File: src/shared/wdt_pkg.sv
// Constants and types for the watchdog and interval timer block
// Overview of operation
// RULE_01: Eight-bit readable, writable up-counter on count ticks
// RULE_02: Run bit clear halts and zeroes counter
// RULE_03: Control bit 6 picks interval or watchdog
// RULE_04: Control bits 2..0 pick count clock rate
// RULE_05: Watchdog wrap FF to 00 sets overflow flag
// RULE_06: Flag clears by zero write after reading one
// RULE_07: Writing one to flag does nothing
// RULE_08: Reset enable bit makes overflow reset chip
// RULE_09: Interval wrap raises interrupt, keeps counting
// RULE_10: Software rewrites counter before it wraps
package wdt_pkg;

    // Printed offsets are register indices; byte address is four times
    localparam logic [31:0] idx_timer_control_status = 32'h00ff_ffa4;
    localparam logic [31:0] idx_timer_count_value    = 32'h00ff_ffa5;
    localparam logic [31:0] idx_reset_control_status = 32'h00ff_ffa7;
    localparam logic [31:0] idx_irq_status           = 32'h00ff_ffa8;
    localparam logic [31:0] idx_irq_mask             = 32'h00ff_ffa9;

    localparam logic [31:0] addr_timer_control_status = idx_timer_control_status << 2;
    localparam logic [31:0] addr_timer_count_value    = idx_timer_count_value << 2;
    localparam logic [31:0] addr_reset_control_status = idx_reset_control_status << 2;
    localparam logic [31:0] addr_irq_status           = idx_irq_status << 2;
    localparam logic [31:0] addr_irq_mask             = idx_irq_mask << 2;

    // Field positions
    localparam int pos_timer_mode_sel        = 6;
    localparam int pos_count_run             = 5;
    localparam int pos_count_clock_sel       = 0;
    localparam int pos_overflow_flag         = 7;
    localparam int pos_overflow_reset_enable = 6;
    localparam int pos_irq_watchdog          = 0;
    localparam int pos_irq_interval          = 1;

    localparam logic [7:0] count_reset_value = 8'h00;
    localparam logic [7:0] count_all_ones    = 8'hff;
    localparam logic [1:0] irq_reset_value   = 2'h0;
    localparam logic [1:0] htrans_nonseq     = 2'h2;
    localparam logic [1:0] hresp_okay        = 2'h0;

    // Prescaler width and tap per count clock select value
    localparam int presc_width = 14;
    localparam logic [3:0] clk_tap [8] = '{4'h1, 4'h3, 4'h5, 4'h6, 4'h7, 4'h9, 4'hb, 4'hd};

    typedef struct packed {
        logic       timer_mode_sel;
        logic       count_run;
        logic [2:0] count_clock_sel;
    } timer_ctrl_t;

    typedef struct packed {
        logic overflow_flag;
        logic overflow_reset_enable;
    } reset_ctrl_t;

    localparam timer_ctrl_t timer_ctrl_reset = '{1'b0, 1'b0, 3'h0};
    localparam reset_ctrl_t reset_ctrl_reset = '{1'b0, 1'b0};

    typedef enum logic {bus_idle, bus_data} bus_state_t;

endpackage

File: src/logic/watchdog_interval_timer.sv
// Watchdog and interval timer with an AHB-Lite register slave
//
// Implementation choice: register access over AHB-Lite.
`timescale 1ns/10ps
module watchdog_interval_timer
(
    input  wire logic        clock,
    input  wire logic        resetn,
    input  wire logic        hsel,
    input  wire logic [31:0] haddr,
    input  wire logic [1:0]  htrans,
    input  wire logic        hwrite,
    input  wire logic [2:0]  hsize,
    input  wire logic [31:0] hwdata,
    input  wire logic        hready,
    output logic      [31:0] hrdata,
    output logic             hreadyout,
    output logic             hresp,
    output logic             irq,
    output logic             chip_reset_req
);

    wdt_pkg::timer_ctrl_t ctrl_ff;
    wdt_pkg::reset_ctrl_t rctrl_ff;
    wdt_pkg::bus_state_t  bus_state_ff;

    logic [7:0]                     watchdog_count_ff;
    logic [wdt_pkg::presc_width-1:0] presc_ff;
    logic                           tick_ff;
    logic                           flag_armed_ff;
    logic [1:0]                     irq_status_ff;
    logic [1:0]                     irq_mask_ff;
    logic [31:0]                    addr_ff;
    logic                           write_ff;
    logic [31:0]                    hrdata_ff;
    logic                           hreadyout_ff;
    logic                           irq_ff;
    logic                           chip_reset_ff;

    logic        accept;
    logic        commit;
    logic        wr_ctrl;
    logic        wr_count;
    logic        wr_rctrl;
    logic        wr_istat;
    logic        wr_imask;
    logic        rd_rctrl;
    logic        wrap;
    logic        wd_ovf;
    logic        iv_ovf;
    logic [31:0] rd_value;
    logic [wdt_pkg::presc_width-1:0] tick_mask;
    logic [7:0]  nxt_count;

    // Address phase taken only for a selected nonsequential transfer
    assign accept = hsel && hready && (htrans == wdt_pkg::htrans_nonseq);
    // One wait cycle: writes land before the next read is sampled
    assign commit = (bus_state_ff == wdt_pkg::bus_data);

    assign wr_ctrl  = commit && write_ff && (addr_ff == wdt_pkg::addr_timer_control_status);
    assign wr_count = commit && write_ff && (addr_ff == wdt_pkg::addr_timer_count_value);
    assign wr_rctrl = commit && write_ff && (addr_ff == wdt_pkg::addr_reset_control_status);
    assign wr_istat = commit && write_ff && (addr_ff == wdt_pkg::addr_irq_status);
    assign wr_imask = commit && write_ff && (addr_ff == wdt_pkg::addr_irq_mask);
    assign rd_rctrl = commit && !write_ff && (addr_ff == wdt_pkg::addr_reset_control_status);

    always_ff @(posedge clock or negedge resetn)
    begin
        if (!resetn)
        begin
            bus_state_ff <= wdt_pkg::bus_idle;
            addr_ff      <= 32'h0000_0000;
            write_ff     <= 1'b0;
            hreadyout_ff <= 1'b1;
        end
        else
        begin
            case (bus_state_ff)
                wdt_pkg::bus_idle:
                begin
                    if (accept)
                    begin
                        bus_state_ff <= wdt_pkg::bus_data;
                        addr_ff      <= haddr;
                        write_ff     <= hwrite;
                        hreadyout_ff <= 1'b0;
                    end
                end
                wdt_pkg::bus_data:
                begin
                    bus_state_ff <= wdt_pkg::bus_idle;
                    hreadyout_ff <= 1'b1;
                end
                default:
                begin
                    bus_state_ff <= wdt_pkg::bus_idle;
                    hreadyout_ff <= 1'b1;
                end
            endcase
        end
    end

    // Unmapped addresses read as zero
    always_comb
    begin
        rd_value = 32'h0000_0000;
        case (addr_ff)
            wdt_pkg::addr_timer_control_status:
            begin
                rd_value[wdt_pkg::pos_timer_mode_sel] = ctrl_ff.timer_mode_sel;
                rd_value[wdt_pkg::pos_count_run]      = ctrl_ff.count_run;
                rd_value[wdt_pkg::pos_count_clock_sel +: 3] = ctrl_ff.count_clock_sel;
            end
            wdt_pkg::addr_timer_count_value:
            begin
                rd_value[7:0] = watchdog_count_ff; // RULE_01
            end
            wdt_pkg::addr_reset_control_status:
            begin
                rd_value[wdt_pkg::pos_overflow_flag]         = rctrl_ff.overflow_flag;
                rd_value[wdt_pkg::pos_overflow_reset_enable] = rctrl_ff.overflow_reset_enable;
            end
            wdt_pkg::addr_irq_status:
            begin
                rd_value[1:0] = irq_status_ff;
            end
            wdt_pkg::addr_irq_mask:
            begin
                rd_value[1:0] = irq_mask_ff;
            end
            default:
            begin
                rd_value = 32'h0000_0000;
            end
        endcase
    end

    always_ff @(posedge clock or negedge resetn)
    begin
        if (!resetn)
        begin
            hrdata_ff <= 32'h0000_0000;
        end
        else if (commit && !write_ff)
        begin
            hrdata_ff <= rd_value;
        end
    end

    always_ff @(posedge clock or negedge resetn)
    begin
        if (!resetn)
        begin
            ctrl_ff <= wdt_pkg::timer_ctrl_reset;
        end
        else if (wr_ctrl)
        begin
            ctrl_ff.timer_mode_sel  <= hwdata[wdt_pkg::pos_timer_mode_sel]; // RULE_03
            ctrl_ff.count_run       <= hwdata[wdt_pkg::pos_count_run];
            ctrl_ff.count_clock_sel <= hwdata[wdt_pkg::pos_count_clock_sel +: 3]; // RULE_04
        end
    end

    // Free-running prescaler; the select picks a tap
    assign tick_mask = wdt_pkg::presc_width'((1 << wdt_pkg::clk_tap[ctrl_ff.count_clock_sel]) - 1); // RULE_04

    always_ff @(posedge clock or negedge resetn)
    begin
        if (!resetn)
        begin
            presc_ff <= '0;
            tick_ff  <= 1'b0;
        end
        else
        begin
            presc_ff <= presc_ff + 1'b1;
            tick_ff  <= ((presc_ff & tick_mask) == tick_mask);
        end
    end

    // A counter write wins over the tick, so a kick never loses to a wrap
    assign wrap   = ctrl_ff.count_run && tick_ff && !wr_count
                    && (watchdog_count_ff == wdt_pkg::count_all_ones);
    assign wd_ovf = wrap && ctrl_ff.timer_mode_sel; // RULE_05
    assign iv_ovf = wrap && !ctrl_ff.timer_mode_sel; // RULE_09

    always_comb
    begin
        nxt_count = watchdog_count_ff;
        if (!ctrl_ff.count_run)
        begin
            nxt_count = wdt_pkg::count_reset_value; // RULE_02
        end
        else if (wr_count)
        begin
            nxt_count = hwdata[7:0]; // RULE_01 RULE_10
        end
        else if (tick_ff)
        begin
            nxt_count = watchdog_count_ff + 8'h01; // RULE_01 RULE_02
        end
    end

    always_ff @(posedge clock or negedge resetn)
    begin
        if (!resetn)
        begin
            watchdog_count_ff <= wdt_pkg::count_reset_value;
        end
        else
        begin
            watchdog_count_ff <= nxt_count;
        end
    end

    // Clear is armed only by a read that saw the flag set
    always_ff @(posedge clock or negedge resetn)
    begin
        if (!resetn)
        begin
            flag_armed_ff <= 1'b0;
        end
        else if (rd_rctrl)
        begin
            flag_armed_ff <= rctrl_ff.overflow_flag; // RULE_06
        end
        else if (wr_rctrl)
        begin
            flag_armed_ff <= 1'b0;
        end
    end

    always_ff @(posedge clock or negedge resetn)
    begin
        if (!resetn)
        begin
            rctrl_ff <= wdt_pkg::reset_ctrl_reset;
        end
        else
        begin
            if (wr_rctrl)
            begin
                rctrl_ff.overflow_reset_enable <= hwdata[wdt_pkg::pos_overflow_reset_enable];
            end
            if (wd_ovf)
            begin
                rctrl_ff.overflow_flag <= 1'b1; // RULE_05
            end
            else if (wr_rctrl && flag_armed_ff && !hwdata[wdt_pkg::pos_overflow_flag])
            begin
                rctrl_ff.overflow_flag <= 1'b0; // RULE_06 RULE_07
            end
        end
    end

    // One-cycle reset request to the chip reset controller
    always_ff @(posedge clock or negedge resetn)
    begin
        if (!resetn)
        begin
            chip_reset_ff <= 1'b0;
        end
        else
        begin
            chip_reset_ff <= wd_ovf && rctrl_ff.overflow_reset_enable; // RULE_08
        end
    end

    // Sticky event bits; a new event beats a same-cycle clear
    always_ff @(posedge clock or negedge resetn)
    begin
        if (!resetn)
        begin
            irq_status_ff <= wdt_pkg::irq_reset_value;
        end
        else
        begin
            irq_status_ff <= (irq_status_ff & ~({2{wr_istat}} & hwdata[1:0]))
                             | {iv_ovf, wd_ovf}; // RULE_09
        end
    end

    always_ff @(posedge clock or negedge resetn)
    begin
        if (!resetn)
        begin
            irq_mask_ff <= wdt_pkg::irq_reset_value;
        end
        else if (wr_imask)
        begin
            irq_mask_ff <= hwdata[1:0];
        end
    end

    always_ff @(posedge clock or negedge resetn)
    begin
        if (!resetn)
        begin
            irq_ff <= 1'b0;
        end
        else
        begin
            irq_ff <= |(irq_status_ff & irq_mask_ff);
        end
    end

    assign hrdata         = hrdata_ff;
    assign hreadyout      = hreadyout_ff;
    assign hresp          = wdt_pkg::hresp_okay[0];
    assign irq            = irq_ff;
    assign chip_reset_req = chip_reset_ff;

endmodule // watchdog_interval_timer

File: config.mk
export PLATFORM = sky130hd
export DESIGN_NAME = watchdog_interval_timer
export DESIGN_NICKNAME = d
export VERILOG_FILES = /design/src/shared/wdt_pkg.sv /design/src/logic/watchdog_interval_timer.sv
export SDC_FILE = /design/constraint.sdc
export NUM_CORES = 1
export LEC_CHECK = 0
export BUFFER_PORTS_ARGS = -buffer_cell sky130_fd_sc_hd__buf_2
export CORE_UTILIZATION = 48
export CTS_CLUSTER_SIZE = 16
export DETAILED_ROUTE_END_ITERATION = 6
export PLACE_DENSITY = 0.77
export SLEW_MARGIN = 0
export SYNTH_ARGS = -nofsm -noshare
export SYNTH_HDL_FRONTEND = slang
export SYNTH_SLANG_ARGS = --single-unit
File: constraint.sdc
create_clock -name clock -period 2.3 [get_ports clock]
set_input_delay 0.23 -clock clock [delete_from_list [all_inputs] [get_ports clock]]
set_output_delay 0.23 -clock clock [all_outputs]
set_load 0.05 [all_outputs]
==> flow_metrics.py, run 1 <==
metrics = {
    "synth": {
        "postSynthCellCount": 359,
        "async_reset_ff_frac": 1.00,
        "ys_types": 55,
        "synth_edf_count": 0,
        "postSynth.topFlopCell": "sky130_fd_sc_hd__dfrtp_1",
        "syn_area_sq_um": 4120,
        "synth-seq-cells": 80,
        "post_synth.cell_area_avg_sq_um": 11.5,
        "number_of_warning_messages_in_the_yosys_log": 0,
        "sequential_fraction_of_the_synthesis_area": 0.486,
    },
    "setup_path": {
        "crit_start": "addr_ff[6]$_DFFE_PN0P_",
        "r2r_start": "addr_ff[6]$_DFFE_PN0P_",
        "crit_path_end_kind": "flip-flop",
        "timing.critical_path.arrival_ns": 2.55,
        "worst_setup_path_start_kind": "flip-flop",
        "reg2reg_setup_slack_ns": 0.001,
        "critPathMaxFanout": 4,
        "worst-r2r-cell-count": 4,
        "setup.worst_path.class": "flip-flop to flip-flop",
        "cp_data_required_time_ns": 2.55,
    },
    "grt": {
        "grt_start_max_net_pins": 81,
        "grt.overflow.total": 0,
        "globalRouteTotalUtil": 0.209,
        "number_of_antenna_violations_at_the_first_check_in_global_routing": 0,
        "grt_pass1_wl_um": 14300,
        "grt_pass1_vias": 2964,
    },
    "die": {
        "die-area_sq_um": 8960,
        "start_util": 0.499,
        "num_io_pins": 110,
        "chipHeight_um": 94.7,
        "num_rows": 33,
        "placeableCoreArea_sq_um": 8260,
        "fp.dieW_um": 94.7,
    },
    "detailed_routing": {
        "routed-via-count": 3000,
        "vias_per_cell": 5.56,
        "wire_per_inst_um": 15.6,
        "route.final.wire_length_um": 8410,
        "drc_errors": 0,
        "drt-pass1-iter-count": 4,
        "drtAntennaViolNets": 0,
        "first_iter_violations": 130,
    },
    "cts": {
        "cts_made_buffers": 9,
        "clock_tree.root_cell": "sky130_fd_sc_hd__clkbuf_8",
        "htree_levels": 3,
        "cts.reportedPaths.clkPinSlew_ns": 0.09,
        "cts_tree": "yes",
        "clk_path_buf_depth": 2,
        "clock_network_latency_to_the_later_pin_of_the_worst_skew_pair_ns": 0.36,
        "cts.sink_count": 80,
    },
    "layout": {
        "final_net_count": 509,
        "area_growth_syn_to_layout_pct": 15.6,
        "num_antenna_cells": 0,
        "finish.utilization": 0.577,
        "layout-drive-gt1-share": 0.338,
        "filler_cell_count": 723,
    },
    "power": {
        "cellPowerDensity_nw_per_um2": 696,
        "p_leak_nw": 2.17,
        "power_mw": 3.31,
        "vdd_drop_max_mv": 0.464,
    },
    "placed_design": {
        "number_of_i_o_port_buffers": 57,
        "gp_routability_congestion": 0.818,
        "hpwl_after_detailed_placement_um": 6020,
    },
    "worst_hold_path": {
        "hold_path_class": "primary input to asynchronous set/reset pin",
    },
    "sta": {
        "timing.final.crit_share": 1.00,
        "grt_setup_unrepaired": "yes",
        "report.final.setup_viol": 0,
        "max_slew_margin": 0.333,
        "timing_max_transition_violations_final": 0,
        "fmax_ghz": 0.435,
        "hold_violations": 0,
        "transition_at_the_pin_with_the_smallest_max_transition_slack_ns": 1.00,
        "finalClockSkew_ns": 0.00986,
        "finalHoldWorstSlack_ns": 0.0226,
        "fin_crit_ns": 2.30,
    },
    "status": {
        "outcome": "finished clean",
    },
    "run": {
        "drv.max_cap_violation_count": 0,
    },
}
==> logic make-up after synthesis <==
kind of cell,share of synthesized area
flops,0.486
mux,0.154
buf+inv,0.0686
fa+ha+maj,0.0152
other cells,0.000910
compound gates,0.0884
simple gates,0.147
xor+xnor,0.0404
==> final timing paths <==
path / end
worst max-delay path: irq_mask_ff[0]$_DFFE_PN0P_
worst min-delay path: addr_ff[3]$_DFFE_PN0P_
worst max register to register: irq_mask_ff[0]$_DFFE_PN0P_
worst min register to register: hrdata[6]$_DFFE_PN0P_
max in group asynchronous: presc_ff[5]$_DFF_PN0_
min in group clock: addr_ff[18]$_DFFE_PN0P_
==> through the flow <==
stage	cell area, sq um	worst slack, ns	instances	setup TNS (ns)
after global routing	4760	-0.0607	540	-0.584
after global placement	4530	-0.125	522	-0.722
after detailed placement	4530	-0.136	522	-0.793
final	4760	0.00115	540	0
after CTS	4750	-0.00223	539	-0.00392
after floorplan	4210	-0.146	383	-0.767
==> worst max-delay path, stage by stage (launching register included) <==
cell                      delay (ns)
sky130_fd_sc_hd__dfrtp_1        0.38
sky130_fd_sc_hd__or4b_1         0.51
sky130_fd_sc_hd__or4_4          0.46
sky130_fd_sc_hd__or4_4          0.56
sky130_fd_sc_hd__mux2_2         0.28
==> flip-flops by register name, summed over array words and instances, names as in the netlist, 2 cells and up <==
register	flops
ctrl_ff	5
hrdata	8
addr_ff	32
watchdog_count_ff	8
presc_ff	14
irq_status_ff	2
rctrl_ff	2
irq_mask_ff	2
==> synth_stat cells, drive strengths merged, types with 2 or more instances <==
cell	number	area, sq um
a21o	3	22.5
a21oi	4	20.0
a22o	3	26.3
a311oi	2	17.5
a32o	6	60.1
and3	5	31.3
and4	3	26.3
buf	27	204
clkbuf	15	56.3
dfrtp	79	1980
ha	5	62.6
inv	6	22.5
mux2	43	503
mux2i	13	130
nand2	20	75.1
nand2b	5	31.3
nand3	15	75.1
nand4	9	56.3
nand4b	3	26.3
nor2	9	33.8
nor2b	8	50.1
nor3	6	35.0
nor3b	2	15.0
nor4	3	18.8
nor4b	3	26.3
nor4bb	3	30.0
o211ai	3	22.5
o21ai	5	25.0
o22ai	3	18.8
o31ai	6	45.0
o41ai	3	26.3
or4	4	33.8
or4b	2	20.0
xnor2	14	123
xor2	5	43.8
==> where the power goes <==
| part | switching, mW | internal (mW) | total, mW |
|---|---|---|---|
| registers | 0.108 | 1.55 | 1.66 |
| clock network | 0.587 | 0.528 | 1.12 |
| logic | 0.290 | 0.248 | 0.538 |
| total | 0.985 | 2.33 | 3.31 |
==> layer usage <==
layer	GRT usage	up-vias	routed length (um)
met5	0	-	0
met4	0.0732	0	76
met3	0.0588	8	623
met2	0.318	108	3920
met1	0.286	1470	3780
li1	-	1414	-
==> cells in the final DEF (no fill, tap or decap), types with 4 or more instances in the layout <==
cell,instances
sky130_fd_sc_hd__dfrtp_1,79
sky130_fd_sc_hd__buf_2,56
sky130_fd_sc_hd__mux2_2,38
sky130_fd_sc_hd__conb_1,25
sky130_fd_sc_hd__buf_4,21
sky130_fd_sc_hd__nand2_1,20
sky130_fd_sc_hd__nand3_1,15
sky130_fd_sc_hd__xnor2_1,14
sky130_fd_sc_hd__mux2i_1,13
sky130_fd_sc_hd__nand4_1,9
sky130_fd_sc_hd__clkbuf_8,9
sky130_fd_sc_hd__nor2_1,8
sky130_fd_sc_hd__nor2b_1,8
sky130_fd_sc_hd__inv_1,6
sky130_fd_sc_hd__o31ai_1,6
sky130_fd_sc_hd__a32o_1,6
sky130_fd_sc_hd__xor2_1,5
sky130_fd_sc_hd__and3_1,5
sky130_fd_sc_hd__nor3_1,5
sky130_fd_sc_hd__o21ai_0,5
sky130_fd_sc_hd__nand2b_1,5
sky130_fd_sc_hd__mux2_4,5
sky130_fd_sc_hd__a21oi_1,4
sky130_fd_sc_hd__ha_1,4
==> final cells by class <==
class / count / area (sq um) / area share
Multi-Input combinational cell: 255 / 1940 / 0.407
Clock inverter: 7 / 87.6 / 0.0184
Sequential cell: 80 / 2000 / 0.421
Tap cell: 105 / 131 / 0.0276
Clock buffer: 9 / 124 / 0.0260
Inverter: 6 / 22.5 / 0.00473
Timing Repair Buffer: 78 / 458 / 0.0961
==> what timing repair did <==
| item | 4_1_cts | 5_1_grt |
|---|---|---|
| setup buffers | 1 | 1 |
| hold buffers | 0 | 0 |
| endpoints found under the setup margin | 9 | 16 |
| pin swaps | 1 | 1 |
| resized for setup | 2 | 1 |
(Power assumes the default switching activity.)
==> run 2, diff against run 1 <==
--- a/config.mk
+++ b/config.mk
@@ -10,6 +10,7 @@
 export CTS_CLUSTER_SIZE = 16
 export DETAILED_ROUTE_END_ITERATION = 6
 export PLACE_DENSITY = 0.77
+export SETUP_SLACK_MARGIN = 0.4
 export SLEW_MARGIN = 0
 export SYNTH_ARGS = -nofsm -noshare
 export SYNTH_HDL_FRONTEND = slang
==> flow_metrics.py, run 2 (synthesis results as in run 1) <==
metrics = {
    "status": {
        "outcome": "finished, violations left",
        "violated_checks": "setup timing",
    },
    "detailed_routing": {
        "drc_errors": 0,
        "routed-via-count": 3046,
        "wire_per_inst_um": 15.7,
        "drtAntennaViolNets": 0,
        "first_iter_violations": 148,
        "vias_per_cell": 5.57,
        "route.final.wire_length_um": 8580,
        "drt-pass1-iter-count": 4,
    },
    "layout": {
        "most-common-layout-cells": "78 x sky130_fd_sc_hd__dfrtp_1, 56 x sky130_fd_sc_hd__buf_2, 38 x sky130_fd_sc_hd__mux2_2",
        "final_area_sq_um": 5000,
        "finish.utilization": 0.605,
        "num_antenna_cells": 0,
        "largest_register_ff_count": 32,
        "top_register": "addr_ff",
        "final_net_count": 516,
        "area_growth_syn_to_layout_pct": 21.3,
        "mostFrequentLayoutCell": "sky130_fd_sc_hd__dfrtp_1",
        "area.sequential_sq_um": 2000,
        "largestRegisters": "addr_ff: 32 flops, presc_ff: 14 flops",
        "layout-drive-gt1-share": 0.382,
        "filler_cell_count": 663,
        "multi_input_comb_area_sq_um": 2070,
    },
    "die": {
        "chipHeight_um": 94.7,
        "num_io_pins": 110,
        "start_util": 0.499,
        "die-area_sq_um": 8960,
        "placeableCoreArea_sq_um": 8260,
        "fp.dieW_um": 94.7,
        "num_rows": 33,
    },
    "run": {
        "drv.max_cap_violation_count": 0,
    },
    "sta": {
        "max_slew_margin": 0.629,
        "fmax_ghz": 0.431,
        "timing_max_transition_violations_final": 0,
        "transition_at_the_pin_with_the_smallest_max_transition_slack_ns": 0.557,
        "fin_crit_ns": 2.32,
        "finalHoldWorstSlack_ns": 0.107,
        "finalClockSkew_ns": 0.00912,
        "fin_setup_tns_ns": -0.0323,
        "timing.final.crit_share": 1.01,
        "layout_setup_ws_ns": -0.0192,
        "hold_violations": 0,
        "grt_setup_unrepaired": "yes",
        "report.final.setup_viol": 2,
    },
    "worst_hold_path": {
        "min_delay_worst_endpoint": "addr_ff[10]$_DFFE_PN0P_",
        "hold_path.startpoint": "haddr[10]",
        "hold_path_class": "primary input to flip-flop",
        "min_path_cells": 2,
    },
    "grt": {
        "grt_pass1_vias": 2966,
        "grt.overflow.total": 0,
        "grt_start_max_net_pins": 53,
        "number_of_antenna_violations_at_the_first_check_in_global_routing": 0,
        "globalRouteTotalUtil": 0.207,
        "grt_pass1_wl_um": 14300,
    },
    "setup_path": {
        "crit_path_end_kind": "flip-flop",
        "cp_data_required_time_ns": 2.53,
        "timing.critical_path.slowest_cell_delay_ns": 0.56,
        "cpLargestDelayFamily": "simple AND/OR/NAND/NOR gates",
        "crit-reg2reg-capture": "irq_mask_ff[0]$_DFFE_PN0P_",
        "slowest_stage": "sky130_fd_sc_hd__or4_4",
        "timing.critical_path.arrival_ns": 2.55,
        "critPathMaxFanout": 4,
        "worst-r2r-cell-count": 4,
        "reg2reg_setup_slack_ns": -0.02,
        "setup.worst_path.class": "flip-flop to flip-flop",
        "r2r_start": "addr_ff[6]$_DFFE_PN0P_",
        "worst_setup_path_start_kind": "flip-flop",
        "critical_path.cell_chain": "or4b_1, or4_4, or4_4, mux2_2",
        "crit_path_frequent_cell": "sky130_fd_sc_hd__or4_4",
        "critical_path_buf_inv_count": 0,
    },
    "cts": {
        "clk_path_buf_depth": 2,
        "cts.sink_count": 80,
        "clock_tree.root_cell": "sky130_fd_sc_hd__clkbuf_8",
        "cts_made_buffers": 9,
        "clock_network_latency_to_the_later_pin_of_the_worst_skew_pair_ns": 0.35,
        "cts_tree": "yes",
        "cts.reportedPaths.clkPinSlew_ns": 0.09,
        "htree_levels": 3,
    },
    "power": {
        "switching_power_of_the_nets_mw": 0.958,
        "pwr-share-comb": 0.161,
        "vdd_drop_max_mv": 0.514,
        "power.sequential.fraction": 0.492,
        "p_leak_nw": 2.26,
        "internal_power_mw": 2.44,
        "switching_share": 0.282,
        "cellPowerDensity_nw_per_um2": 679,
        "power_frac_clock": 0.346,
    },
    "placed_design": {
        "placed_cell_area_sq_um": 4570,
        "detailedPlace.worstSlack_ns": -0.153,
        "number_of_i_o_port_buffers": 57,
        "gp_routability_congestion": 0.794,
        "hpwl_after_detailed_placement_um": 5950,
    },
}
-- run 2: how the worst max path moves through the flow --
stage	slack, ns	end	from	cells after the start
floorplan	-0.15	ctrl_ff[0]$_DFFE_PN0P_	addr_ff[6]$_DFFE_PN0P_	6
global placement	-0.13	ctrl_ff[0]$_DFFE_PN0P_	addr_ff[6]$_DFFE_PN0P_	4
detailed placement	-0.15	ctrl_ff[2]$_DFFE_PN0P_	addr_ff[6]$_DFFE_PN0P_	4
CTS	-0.03	irq_mask_ff[0]$_DFFE_PN0P_	addr_ff[6]$_DFFE_PN0P_	4
global route	-0.09	irq_mask_ff[0]$_DFFE_PN0P_	addr_ff[6]$_DFFE_PN0P_	4
finish	-0.02	irq_mask_ff[0]$_DFFE_PN0P_	addr_ff[6]$_DFFE_PN0P_	4
-- run 2: final cells by class --
cell class	instances	area share
Clock buffer	9	0.0248
Clock inverter	7	0.0205
Inverter	6	0.00451
Multi-Input combinational cell	255	0.414
Sequential cell	80	0.401
Tap cell	105	0.0263
Timing Repair Buffer	85	0.109
-- run 2: per-stage QoR --
step / instances / total power [mW]
3_3_place_gp: 521 / 2.19
4_1_cts: 545 / 3.41
5_1_grt: 547 / 3.55
6_report: 547 / 3.39
2_1_floorplan: 383 / 2.07
3_5_place_dp: 521 / 2.21
-- run 2: repair_timing --
action	in CTS	in global routing
gates resized for setup	22	4
buffers inserted	6	2
hold buffers	1	0
pin swaps	9	5
cloned	1	0
setup endpoints to repair	28	28
hold endpoints to repair	27	0
-- run 2: power by group through the flow --
stage	Combinational [mW]	Clock [mW]	Sequential (mW)
floorplan	0.411	0	1.66
global placement	0.499	0	1.69
detailed placement	0.512	0	1.70
CTS	0.544	1.20	1.67
global route	0.596	1.26	1.70
finish	0.548	1.18	1.67
-- run 2: layer usage --
layer,GRT usage,up-vias,part of all wire
li1,-,1425,-
met1,0.291,1516,0.47
met2,0.321,95,0.47
met3,0.0427,10,0.053
met4,0.0657,0,0.0099
met5,0,-,0
